<file path="src/logic/laser_map.svh">
// Register offsets, field positions, reset values and timing counts of the laser drive link.
// Assumes a 100 MHz system clock on both ends.
`ifndef LASER_MAP_SVH
`define LASER_MAP_SVH
`define OFS_DRIVE_CTRL 7'h1a
`define OFS_CUR_SET 7'h1c
`define OFS_CUR_INV 7'h1d
`define OFS_DRIVE_CTRL_INV 7'h1f
`define BIT_RANGE 7
`define BIT_MATCH 5
`define CAL_MSB 3
`define CAL_LSB 1
`define CAL_ON 3'h7
`define RST_CTRL 8'h00
`define RST_CTRL_INV 8'hff
`define RST_CUR 8'h00
`define RST_CUR_INV 8'hff
`define CLK_PERIOD_NS 10
`define SCLK_HALF_NS 500
`define SCLK_HALF_CYC ((`SCLK_HALF_NS + `CLK_PERIOD_NS - 1) / `CLK_PERIOD_NS)
`define NCS_SCLK_NS 120
`define NCS_SCLK_CYC ((`NCS_SCLK_NS + `CLK_PERIOD_NS - 1) / `CLK_PERIOD_NS)
`define READ_GAP_NS 4000
`define READ_GAP_CYC ((`READ_GAP_NS + `CLK_PERIOD_NS - 1) / `CLK_PERIOD_NS)
`define WRITE_TAIL_NS 20000
`define WRITE_TAIL_CYC ((`WRITE_TAIL_NS + `CLK_PERIOD_NS - 1) / `CLK_PERIOD_NS)
`define READ_TAIL_NS 120
`define READ_TAIL_CYC ((`READ_TAIL_NS + `CLK_PERIOD_NS - 1) / `CLK_PERIOD_NS)
`define SPACE_NS 10000
`define SPACE_CYC ((`SPACE_NS + `CLK_PERIOD_NS - 1) / `CLK_PERIOD_NS)
`define PULSE_PERIOD_CYC 100
`define PULSE_ON_CYC 20
`define SELFTEST_PERIOD_CYC 4000
`define TEST_SETTLE_CYC 8
`define AV_CTRL 4'h0
`define AV_WDATA 4'h4
`define AV_RDATA 4'h8
`define AV_STATUS 4'hc
`define AV_START_BIT 8
`endif

</file>
<file path="src/logic/laser_pkg.sv">
// Types shared by the two ends of the laser drive link.
// Assumes nothing of its surroundings.
`default_nettype none
package laser_pkg;
  typedef enum logic [1:0] {ST_RUN, ST_TEST, ST_RECOVER, ST_FAULT} guard_state_t;
  typedef enum logic [2:0] {SP_IDLE, SP_LEAD, SP_SHIFT, SP_GAP, SP_TAIL, SP_SPACE} spi_state_t;
endpackage
`default_nettype wire

</file>
<file path="src/logic/laser_link_if.sv">
// Four-wire serial port between the sensor and its controller.
// Assumes both ends are clocked by their own clk; the data-out wire idles high.
`default_nettype none
interface laser_link_if;
  logic ncs_n;
  logic sclk;
  logic mosi;
  logic miso_o;
  logic miso_oe_n;
  logic miso;
  assign miso = miso_oe_n ? 1'b1 : miso_o;
  modport sensor (input ncs_n, input sclk, input mosi, output miso_o, output miso_oe_n);
  modport mcu (output ncs_n, output sclk, output mosi, input miso);
endinterface
`default_nettype wire

</file>
<file path="src/logic/pin_sync.sv">
// Two-flop synchroniser with edge pulses taken behind the second flop.
// Assumes inputs come from outside the clk domain.
`default_nettype none
module pin_sync #(
  parameter int W = 1
) (
  input wire logic clk,
  input wire logic rst,
  input wire logic [W-1:0] d,
  output logic [W-1:0] q,
  output logic [W-1:0] rise,
  output logic [W-1:0] fall
);
  logic [W-1:0] meta_q;
  logic [W-1:0] sync_q;
  logic [W-1:0] prev_q;

  always_ff @(posedge clk or posedge rst) begin
    if (rst) begin
      meta_q <= '0;
      sync_q <= '0;
      prev_q <= '0;
    end else begin
      meta_q <= d;
      sync_q <= meta_q;
      prev_q <= sync_q;
    end
  end

  assign q = sync_q;
  assign rise = sync_q & ~prev_q;
  assign fall = ~sync_q & prev_q;
endmodule
`default_nettype wire

</file>
<file path="src/logic/laser_sensor.sv">
// Sensor end: laser drive registers behind the serial port, pulsed or continuous
// drive, and the laser fault guard with its periodic self-test.
// Assumes the pins of the serial port and the pin comparator are asynchronous to clk.
`include "laser_map.svh"
`default_nettype none
module laser_sensor (
  input wire logic clk,
  input wire logic rst,
  laser_link_if.sensor link,
  input wire logic laser_pin_grounded,
  output logic laser_supply_switch_n,
  output logic laser_current_en,
  output logic [7:0] laser_current_code,
  output logic laser_range_high,
  output logic laser_bin_match,
  output logic laser_pin_pulldown,
  output logic laser_fault
);
  // ****************************************
  // Pin synchronisation
  // ****************************************
  logic [3:0] pins_s;
  logic [3:0] pins_rise;
  logic [3:0] pins_fall;

  // Select and serial clock enter inverted, so the synchroniser's reset level is their idle level.
  pin_sync #(.W(4)) u_sync (
    .clk(clk),
    .rst(rst),
    .d({laser_pin_grounded, link.mosi, ~link.sclk, ~link.ncs_n}),
    .q(pins_s),
    .rise(pins_rise),
    .fall(pins_fall)
  );

  wire ncs_n_s = ~pins_s[0];
  wire sclk_rise = pins_fall[1];
  wire sclk_fall = pins_rise[1];
  wire mosi_s = pins_s[2];
  wire grounded_s = pins_s[3];

  // ****************************************
  // Register file
  // ****************************************
  logic [7:0] ctrl_q;
  logic [7:0] ctrl_inv_q;
  logic [7:0] cur_q;
  logic [7:0] cur_inv_q;

  function automatic logic [7:0] reg_read(input logic [6:0] a, input logic [7:0] c,
                                          input logic [7:0] ci, input logic [7:0] s,
                                          input logic [7:0] si);
    logic [7:0] v;
    v = 8'h00;
    case (a)
      `OFS_DRIVE_CTRL: v = c;
      `OFS_DRIVE_CTRL_INV: v = ci;
      `OFS_CUR_SET: v = s;
      `OFS_CUR_INV: v = si;
      default: v = 8'h00;
    endcase
    return v;
  endfunction

  // ****************************************
  // Serial port slave
  // ****************************************
  logic [3:0] bit_cnt_q;
  logic [7:0] addr_q;
  logic [7:0] shift_q;
  logic miso_q;
  logic miso_oe_n_q;

  wire active = ~ncs_n_s;
  wire [7:0] shift_d = {shift_q[6:0], mosi_s};
  wire byte_write = active & sclk_rise & (bit_cnt_q == 4'hf) & addr_q[7];
  wire [6:0] waddr = addr_q[6:0];
  wire wr_ctrl = byte_write & (waddr == `OFS_DRIVE_CTRL);
  wire wr_ctrl_inv = byte_write & (waddr == `OFS_DRIVE_CTRL_INV);
  wire wr_cur = byte_write & (waddr == `OFS_CUR_SET);
  wire wr_cur_inv = byte_write & (waddr == `OFS_CUR_INV);
  wire [7:0] rd_val = reg_read(addr_q[6:0], ctrl_q, ctrl_inv_q, cur_q, cur_inv_q);
  wire drive_out = active & sclk_fall & bit_cnt_q[3] & ~addr_q[7];

  always_ff @(posedge clk or posedge rst) begin
    if (rst) begin
      bit_cnt_q <= 4'h0;
      addr_q <= 8'h00;
      shift_q <= 8'h00;
    end else if (!active) begin
      bit_cnt_q <= 4'h0;
    end else if (sclk_rise) begin
      shift_q <= shift_d;
      bit_cnt_q <= bit_cnt_q + 4'h1;
      if (bit_cnt_q == 4'h7) begin
        addr_q <= shift_d;
      end
    end
  end

  always_ff @(posedge clk or posedge rst) begin
    if (rst) begin
      miso_q <= 1'b1;
      miso_oe_n_q <= 1'b1;
    end else if (!active) begin
      miso_oe_n_q <= 1'b1;
    end else if (drive_out) begin
      miso_q <= rd_val[~bit_cnt_q[2:0]];
      miso_oe_n_q <= 1'b0;
    end
  end

  assign link.miso_o = miso_q;
  assign link.miso_oe_n = miso_oe_n_q;

  // Every reset returns the registers to a safe minimum; the controller reloads them.
  always_ff @(posedge clk or posedge rst) begin
    if (rst) begin
      ctrl_q <= `RST_CTRL;
      ctrl_inv_q <= `RST_CTRL_INV;
      cur_q <= `RST_CUR;
      cur_inv_q <= `RST_CUR_INV;
    end else begin
      if (wr_ctrl) ctrl_q <= shift_d;
      if (wr_ctrl_inv) ctrl_inv_q <= shift_d;
      if (wr_cur) cur_q <= shift_d;
      if (wr_cur_inv) cur_inv_q <= shift_d;
    end
  end

  // ****************************************
  // Drive settings
  // ****************************************
  // A setting other than bin match only takes effect while both inverse copies agree; otherwise drive stays off.
  wire ctrl_ok = (ctrl_q == ~ctrl_inv_q);
  wire cur_ok = (cur_q == ~cur_inv_q);
  wire settings_ok = ctrl_ok & cur_ok;
  wire range_d = settings_ok & ctrl_q[`BIT_RANGE];
  wire match_d = ctrl_q[`BIT_MATCH];
  wire cal_on = settings_ok & (ctrl_q[`CAL_MSB:`CAL_LSB] == `CAL_ON);

  logic [7:0] pulse_cnt_q;
  wire pulse_wrap = (pulse_cnt_q == 8'(`PULSE_PERIOD_CYC - 1));
  wire pulse_on = (pulse_cnt_q < 8'(`PULSE_ON_CYC));
  wire drive_want = settings_ok & (cal_on | pulse_on);

  always_ff @(posedge clk or posedge rst) begin
    if (rst) begin
      pulse_cnt_q <= 8'h00;
    end else begin
      pulse_cnt_q <= pulse_wrap ? 8'h00 : pulse_cnt_q + 8'h01;
    end
  end

  // ****************************************
  // Fault guard and self-test
  // ****************************************
  laser_pkg::guard_state_t state_q;
  laser_pkg::guard_state_t state_d;
  logic [11:0] test_cnt_q;
  logic [3:0] settle_cnt_q;

  wire test_due = (test_cnt_q == 12'(`SELFTEST_PERIOD_CYC - 1));
  wire settled = (settle_cnt_q == 4'(`TEST_SETTLE_CYC - 1));

  always_comb begin
    state_d = state_q;
    case (state_q)
      laser_pkg::ST_RUN: begin
        if (grounded_s) begin
          state_d = laser_pkg::ST_FAULT;
        end else if (test_due) begin
          state_d = laser_pkg::ST_TEST;
        end
      end
      laser_pkg::ST_TEST: begin
        if (settled) begin
          state_d = grounded_s ? laser_pkg::ST_RECOVER : laser_pkg::ST_FAULT;
        end
      end
      laser_pkg::ST_RECOVER: begin
        if (settled) begin
          state_d = laser_pkg::ST_RUN;
        end
      end
      laser_pkg::ST_FAULT: state_d = laser_pkg::ST_FAULT;
      default: state_d = laser_pkg::ST_FAULT;
    endcase
  end

  always_ff @(posedge clk or posedge rst) begin
    if (rst) begin
      state_q <= laser_pkg::ST_RUN;
      test_cnt_q <= 12'h000;
      settle_cnt_q <= 4'h0;
    end else begin
      state_q <= state_d;
      test_cnt_q <= (state_q == laser_pkg::ST_RUN) ? test_cnt_q + 12'h001 : 12'h000;
      settle_cnt_q <= (state_d == state_q) ? settle_cnt_q + 4'h1 : 4'h0;
    end
  end

  // ****************************************
  // Laser outputs
  // ****************************************
  wire running = (state_d == laser_pkg::ST_RUN) | (state_d == laser_pkg::ST_RECOVER);

  always_ff @(posedge clk or posedge rst) begin
    if (rst) begin
      laser_supply_switch_n <= 1'b1;
      laser_current_en <= 1'b0;
      laser_current_code <= 8'h00;
      laser_range_high <= 1'b0;
      laser_bin_match <= 1'b0;
      laser_pin_pulldown <= 1'b0;
      laser_fault <= 1'b0;
    end else begin
      laser_supply_switch_n <= ~running;
      laser_current_en <= (state_d == laser_pkg::ST_RUN) & drive_want;
      laser_current_code <= settings_ok ? cur_q : 8'h00;
      laser_range_high <= range_d;
      laser_bin_match <= match_d;
      laser_pin_pulldown <= (state_d == laser_pkg::ST_TEST);
      laser_fault <= (state_d == laser_pkg::ST_FAULT);
    end
  end
endmodule
`default_nettype wire

</file>
<file path="src/flat_wrapper.sv">
// flat-port wrapper written by rule: the top's interface ports become plain ports
module laser_sensor_flat 
  (clk, rst, laser_pin_grounded, laser_supply_switch_n, laser_current_en, laser_current_code, laser_range_high, laser_bin_match, laser_pin_pulldown, laser_fault, link_ncs_n, link_sclk, link_mosi, link_miso_o, link_miso_oe_n);
  laser_link_if link_i ();
  input wire logic clk;
  input wire logic rst;
  input wire logic laser_pin_grounded;
  output logic laser_supply_switch_n;
  output logic laser_current_en;
  output logic [7:0] laser_current_code;
  output logic laser_range_high;
  output logic laser_bin_match;
  output logic laser_pin_pulldown;
  output logic laser_fault;
  input wire logic [$bits(link_i.ncs_n)-1:0] link_ncs_n;
  input wire logic [$bits(link_i.sclk)-1:0] link_sclk;
  input wire logic [$bits(link_i.mosi)-1:0] link_mosi;
  output wire logic [$bits(link_i.miso_o)-1:0] link_miso_o;
  output wire logic [$bits(link_i.miso_oe_n)-1:0] link_miso_oe_n;
  assign link_i.ncs_n = link_ncs_n;
  assign link_i.sclk = link_sclk;
  assign link_i.mosi = link_mosi;
  assign link_miso_o = link_i.miso_o;
  assign link_miso_oe_n = link_i.miso_oe_n;
  laser_sensor u_core (.clk(clk), .rst(rst), .link(link_i), .laser_pin_grounded(laser_pin_grounded), .laser_supply_switch_n(laser_supply_switch_n), .laser_current_en(laser_current_en), .laser_current_code(laser_current_code), .laser_range_high(laser_range_high), .laser_bin_match(laser_bin_match), .laser_pin_pulldown(laser_pin_pulldown), .laser_fault(laser_fault));
endmodule
</file>
<file path="config.mk">
export PLATFORM = sky130hd
export DESIGN_NAME = laser_sensor_flat
export DESIGN_NICKNAME = d
export VERILOG_FILES = /design/src/logic/laser_pkg.sv /design/src/logic/laser_link_if.sv /design/src/logic/pin_sync.sv /design/src/logic/laser_sensor.sv /design/src/flat_wrapper.sv
export VERILOG_INCLUDE_DIRS = /design/src /design/src/logic
export SDC_FILE = /design/constraint.sdc
export NUM_CORES = 1
export LEC_CHECK = 0
export BUFFER_PORTS_ARGS = -buffer_cell sky130_fd_sc_hd__buf_2
export CAP_MARGIN = 20
export CORE_UTILIZATION = 55
export CTS_BUF_LIST = sky130_fd_sc_hd__clkbuf_2 sky130_fd_sc_hd__clkbuf_4 sky130_fd_sc_hd__clkbuf_8
export DETAILED_ROUTE_END_ITERATION = 10
export MAX_ROUTING_LAYER = met4
export PLACE_DENSITY = 0.73
export SETUP_SLACK_MARGIN = 0.5
export SLEW_MARGIN = 10
export SYNTH_ARGS = -nofsm -noshare
export SYNTH_HDL_FRONTEND = slang
export SYNTH_SLANG_ARGS = --single-unit
</file>
<file path="constraint.sdc">
create_clock -name clk -period 4.6 [get_ports clk]
set_clock_uncertainty 0.2 [all_clocks]
set_input_delay 0.92 -clock clk [delete_from_list [all_inputs] [get_ports clk]]
set_output_delay 0.92 -clock clk [all_outputs]
set_load 0.05 [all_outputs]
</file>
==> summary.md <==
| Metric | Value |
|---|---|
| Clk pin slew, worst setup/hold paths | `0.11 ns` |
| Grt ovf | `0` |
| Post-place instance area | `just under 5000 µm²` |
| Area of the multi-input gates | `approximately 2000 µm²` |
| FMAX | `397.9 MHz` |
| Max IR drop VDD | `0.2879 mV` |
| Largest delay share family, worst path | `simple AND/OR/NAND/NOR gates` |
| Setup Slack @ Placement | `2.147 ns` |
| Post-synth ARST share | `100.0%` |
| Post-route ant nets | `0` |
| Area Growth Syn to Fin | `8.322%` |
| Die ar. | `~9000 µm²` |
| CP Capture Type | `flip-flop` |
| Residual DRC | `0` |
| Die X | `around 94 µm` |
| Clk_lat worst skew | `around 0.37 ns` |
| Slowest cell delay on critical path | `0.65 ns` |
| Worst EP arrival | `2.60 ns` |
| Antenna violations before repair | `0` |
| Critical Path Source | `u_core.bit_cnt_q[0]` |
| Layout Nets | `393` |
| Share of cells above drive strength 1 | `around a third` |
| Clk buf depth | `2` |
| Largest net degree at the start of global routing | `78` |
| Detailed Route WL | `around 8.4 mm` |
| First-pass GRT wire length | `14.39 mm` |
| Synth Register Bits | `approximately 100` |
| Worst Max-Slew Pin Slew | `roughly 0.89 ns` |
| CP max FO | `14` |
| Synth Warn # | `0` |
| Cell Pwr Density | `363.5 nW/µm²` |
| Vias in the first global route | `2,804` |
| Clock Sinks | `a little over 100` |
| Fin crit period | `about 2.5 ns` |
| Vias | `2,823` |
| Port Buf Inserts | `21` |
| Setup TNS | `0 ns` |
| Status | `finished clean` |
| Design area | `between 5000 and 6000 µm²` |
| DPL Wire Length | `5.846 mm` |
| Hold wc startpoint | `u_core.u_sync.meta_q[2]` |
| Cell Rows | `33` |
| H-tree Lvls | `3` |
| RSZ-0062 raised after global routing | `false` |
| Drt wl/cell | `around 17 µm` |
| Final GP Congestion | `0.8607` |
| DR iter-0 viols | `148` |
| TritonCTS clock tree | `done` |
| Final non-filler cell total | `493` |
| HP Class | `flip-flop to flip-flop` |
| Slowest cell on the critical path | `dfrtp_1` |
| Max Slew Vio Count | `0` |
| Register area | `approximately 2600 µm²` |
| Top_reg_cell synth | `dfrtp_1` |
| Type of origin of the critical path | `flip-flop` |
| Die H | `93.91 µm` |
| Post_cts resized | `0` |
| Worst path required time | `approximately 4.7 ns` |
| Net Count, Synth | `371` |
| Final hold viol count | `0` |
| Drt via density | `approximately 5.7` |
| Gate Count Post-Synth | `361` |
| Rel. slew slack | `40.96%` |
| First drt pass iteration count | `4` |
| Sequential share of the synthesized area | `55.45%` |
| Post-synth EDFFs | `0` |
| CORE AREA | `about 8200 µm²` |
| # IOs | `22` |
| CTS buffer count | `9` |
| Worst R2R Start | `u_core.bit_cnt_q[0]` |
| Placed instance count | `477` |
| Critical path type | `flip-flop to flip-flop` |
| Leakage | `about 2.3 nW` |
| Critical path buffer and inverter count | `0` |
| Filler cell count in the final layout | `654` |
| MaxCap Viol Count | `0` |
| Post-CTS setup buffers | `0` |
| # diodes | `0` |
| Final setup fails | `0` |
| Tcrit/Tclk final | `54.64%` |
| Root buffer cell | `clkbuf_8` |
| Post-synthesis cell area | `4646 µm²` |
| CP cell instances | `ha_1 -> nand2_1 -> nor3_4 -> and4_1 -> mux2_4` |
| CTS hold repair buffers | `0` |
| Tot GR Track Use | `about 22%` |
| Post-synthesis average cell area | `12.87 µm²` |
| PnR worst setup slack | `2.087 ns` |
| Initial Util | `56.83%` |
| Library cells used by synthesis | `59` |
final cells by class:
type | count | area share (%)
multi-input cells | 241 | 39.26
clock buffers | 10 | 2.611
inverters | 7 | 0.5719
repair buffers | 22 | 2.238
well taps | 105 | 2.611
clock inverters | 6 | 1.517
flip-flops and latches | 102 | 51.19
state kept, by name (all words and copies together) (netlist names), 2 cells and up:
signal,count
u_core.addr_q,8
u_core.bit_cnt_q,4
u_core.ctrl_inv_q,8
u_core.ctrl_q,8
u_core.cur_inv_q,8
u_core.cur_q,8
u_core.laser_current_code,8
u_core.pulse_cnt_q,8
u_core.settle_cnt_q,4
u_core.shift_q,7
u_core.state_q,2
u_core.test_cnt_q,12
u_core.u_sync.meta_q,4
u_core.u_sync.q,4
cells by family after synthesis:
family                     Yosys count  share of synthesized area [%]
xor gates and xnor gates            35                          6.598
adders and majority gates            4                          1.077
muxes                               56                          14.46
and+or+nand+nor                    112                          14.57
AOI/OAI and AO/OA                   34                          5.818
DFF                                102                          55.45
buffers and inverters               18                          2.020
final timing paths:
kind | end | slack (ns) | depth (start not counted)
max | u_core.cur_inv_q[7] | 2.09 | 5
min | u_core.u_sync.q[2] | 0.16 | 0
max reg2reg | u_core.cur_inv_q[7] | 2.09 | 5
min reg2reg | u_core.u_sync.q[2] | 0.16 | 0
max in group asynchronous | u_core.link.miso_oe_n | 2.75 | 3
min in group asynchronous | u_core.laser_current_en | 0.55 | 2
metal layers:
metal	vias to the layer above	global-route usage, %	wire (µm)
li1	1331	-	-
met1	1436	30.24	4007
met2	43	33.09	3919
met3	13	5.097	305
met4	0	8.333	134
met5	-	-	0
power breakdown:
group | leakage (nW) | switching, mW | internal [mW]
combinational | 0.933 | 0.114 | 0.0729
sequential | 1.29 | 0.0909 | 0.961
clock | 0.107 | 0.322 | 0.269
total | 2.33 | 0.527 | 1.30
cells in the final DEF (no fill, tap or decap), drive strengths merged, types with 12 or more instances in the layout:
cell	instances
dfrtp	83
mux2	52
xor2	24
buf	22
nor2	21
dfstp	19
nand2	19
and2	14
nand3	12
cells in the mapped netlist (all sizes together), types with 2 or more instances:
cell type | instances | area [µm²]
clkbuf | 3 | 11.26
nor2 | 21 | 86.33
dfrtp | 83 | 2077
buf | 8 | 56.29
nor3 | 7 | 57.55
inv | 7 | 26.28
and3 | 3 | 18.77
nand2 | 19 | 83.83
and4bb | 2 | 25.02
dfstp | 19 | 499.2
or3 | 2 | 12.51
xnor2 | 11 | 96.34
nor4 | 3 | 33.78
ha | 4 | 50.05
a22oi | 3 | 32.53
nor4b | 2 | 17.52
a21oi | 5 | 25.02
nor2b | 5 | 33.78
mux2i | 3 | 30.03
nand3b | 2 | 15.01
nand3 | 12 | 60.06
nand4 | 11 | 68.82
a32oi | 3 | 26.28
and2 | 14 | 87.58
a221o | 2 | 20.02
mux2 | 52 | 615.6
xor2 | 24 | 210.2
a31o | 2 | 17.52
nand4b | 2 | 17.52
o21ai | 9 | 45.04
metrics by stage:
stage	hold WS [ns]	util, %	power [mW]
after CTS	0.1680	61.55	1.842
after global routing	0.1783	61.55	1.915
final	0.1641	61.55	1.829
after floorplan	0.1312	-	1.182
after detailed placement	0.1420	59.01	1.256
after global placement	0.1346	59.01	1.251
(Power assumes the default switching activity.)
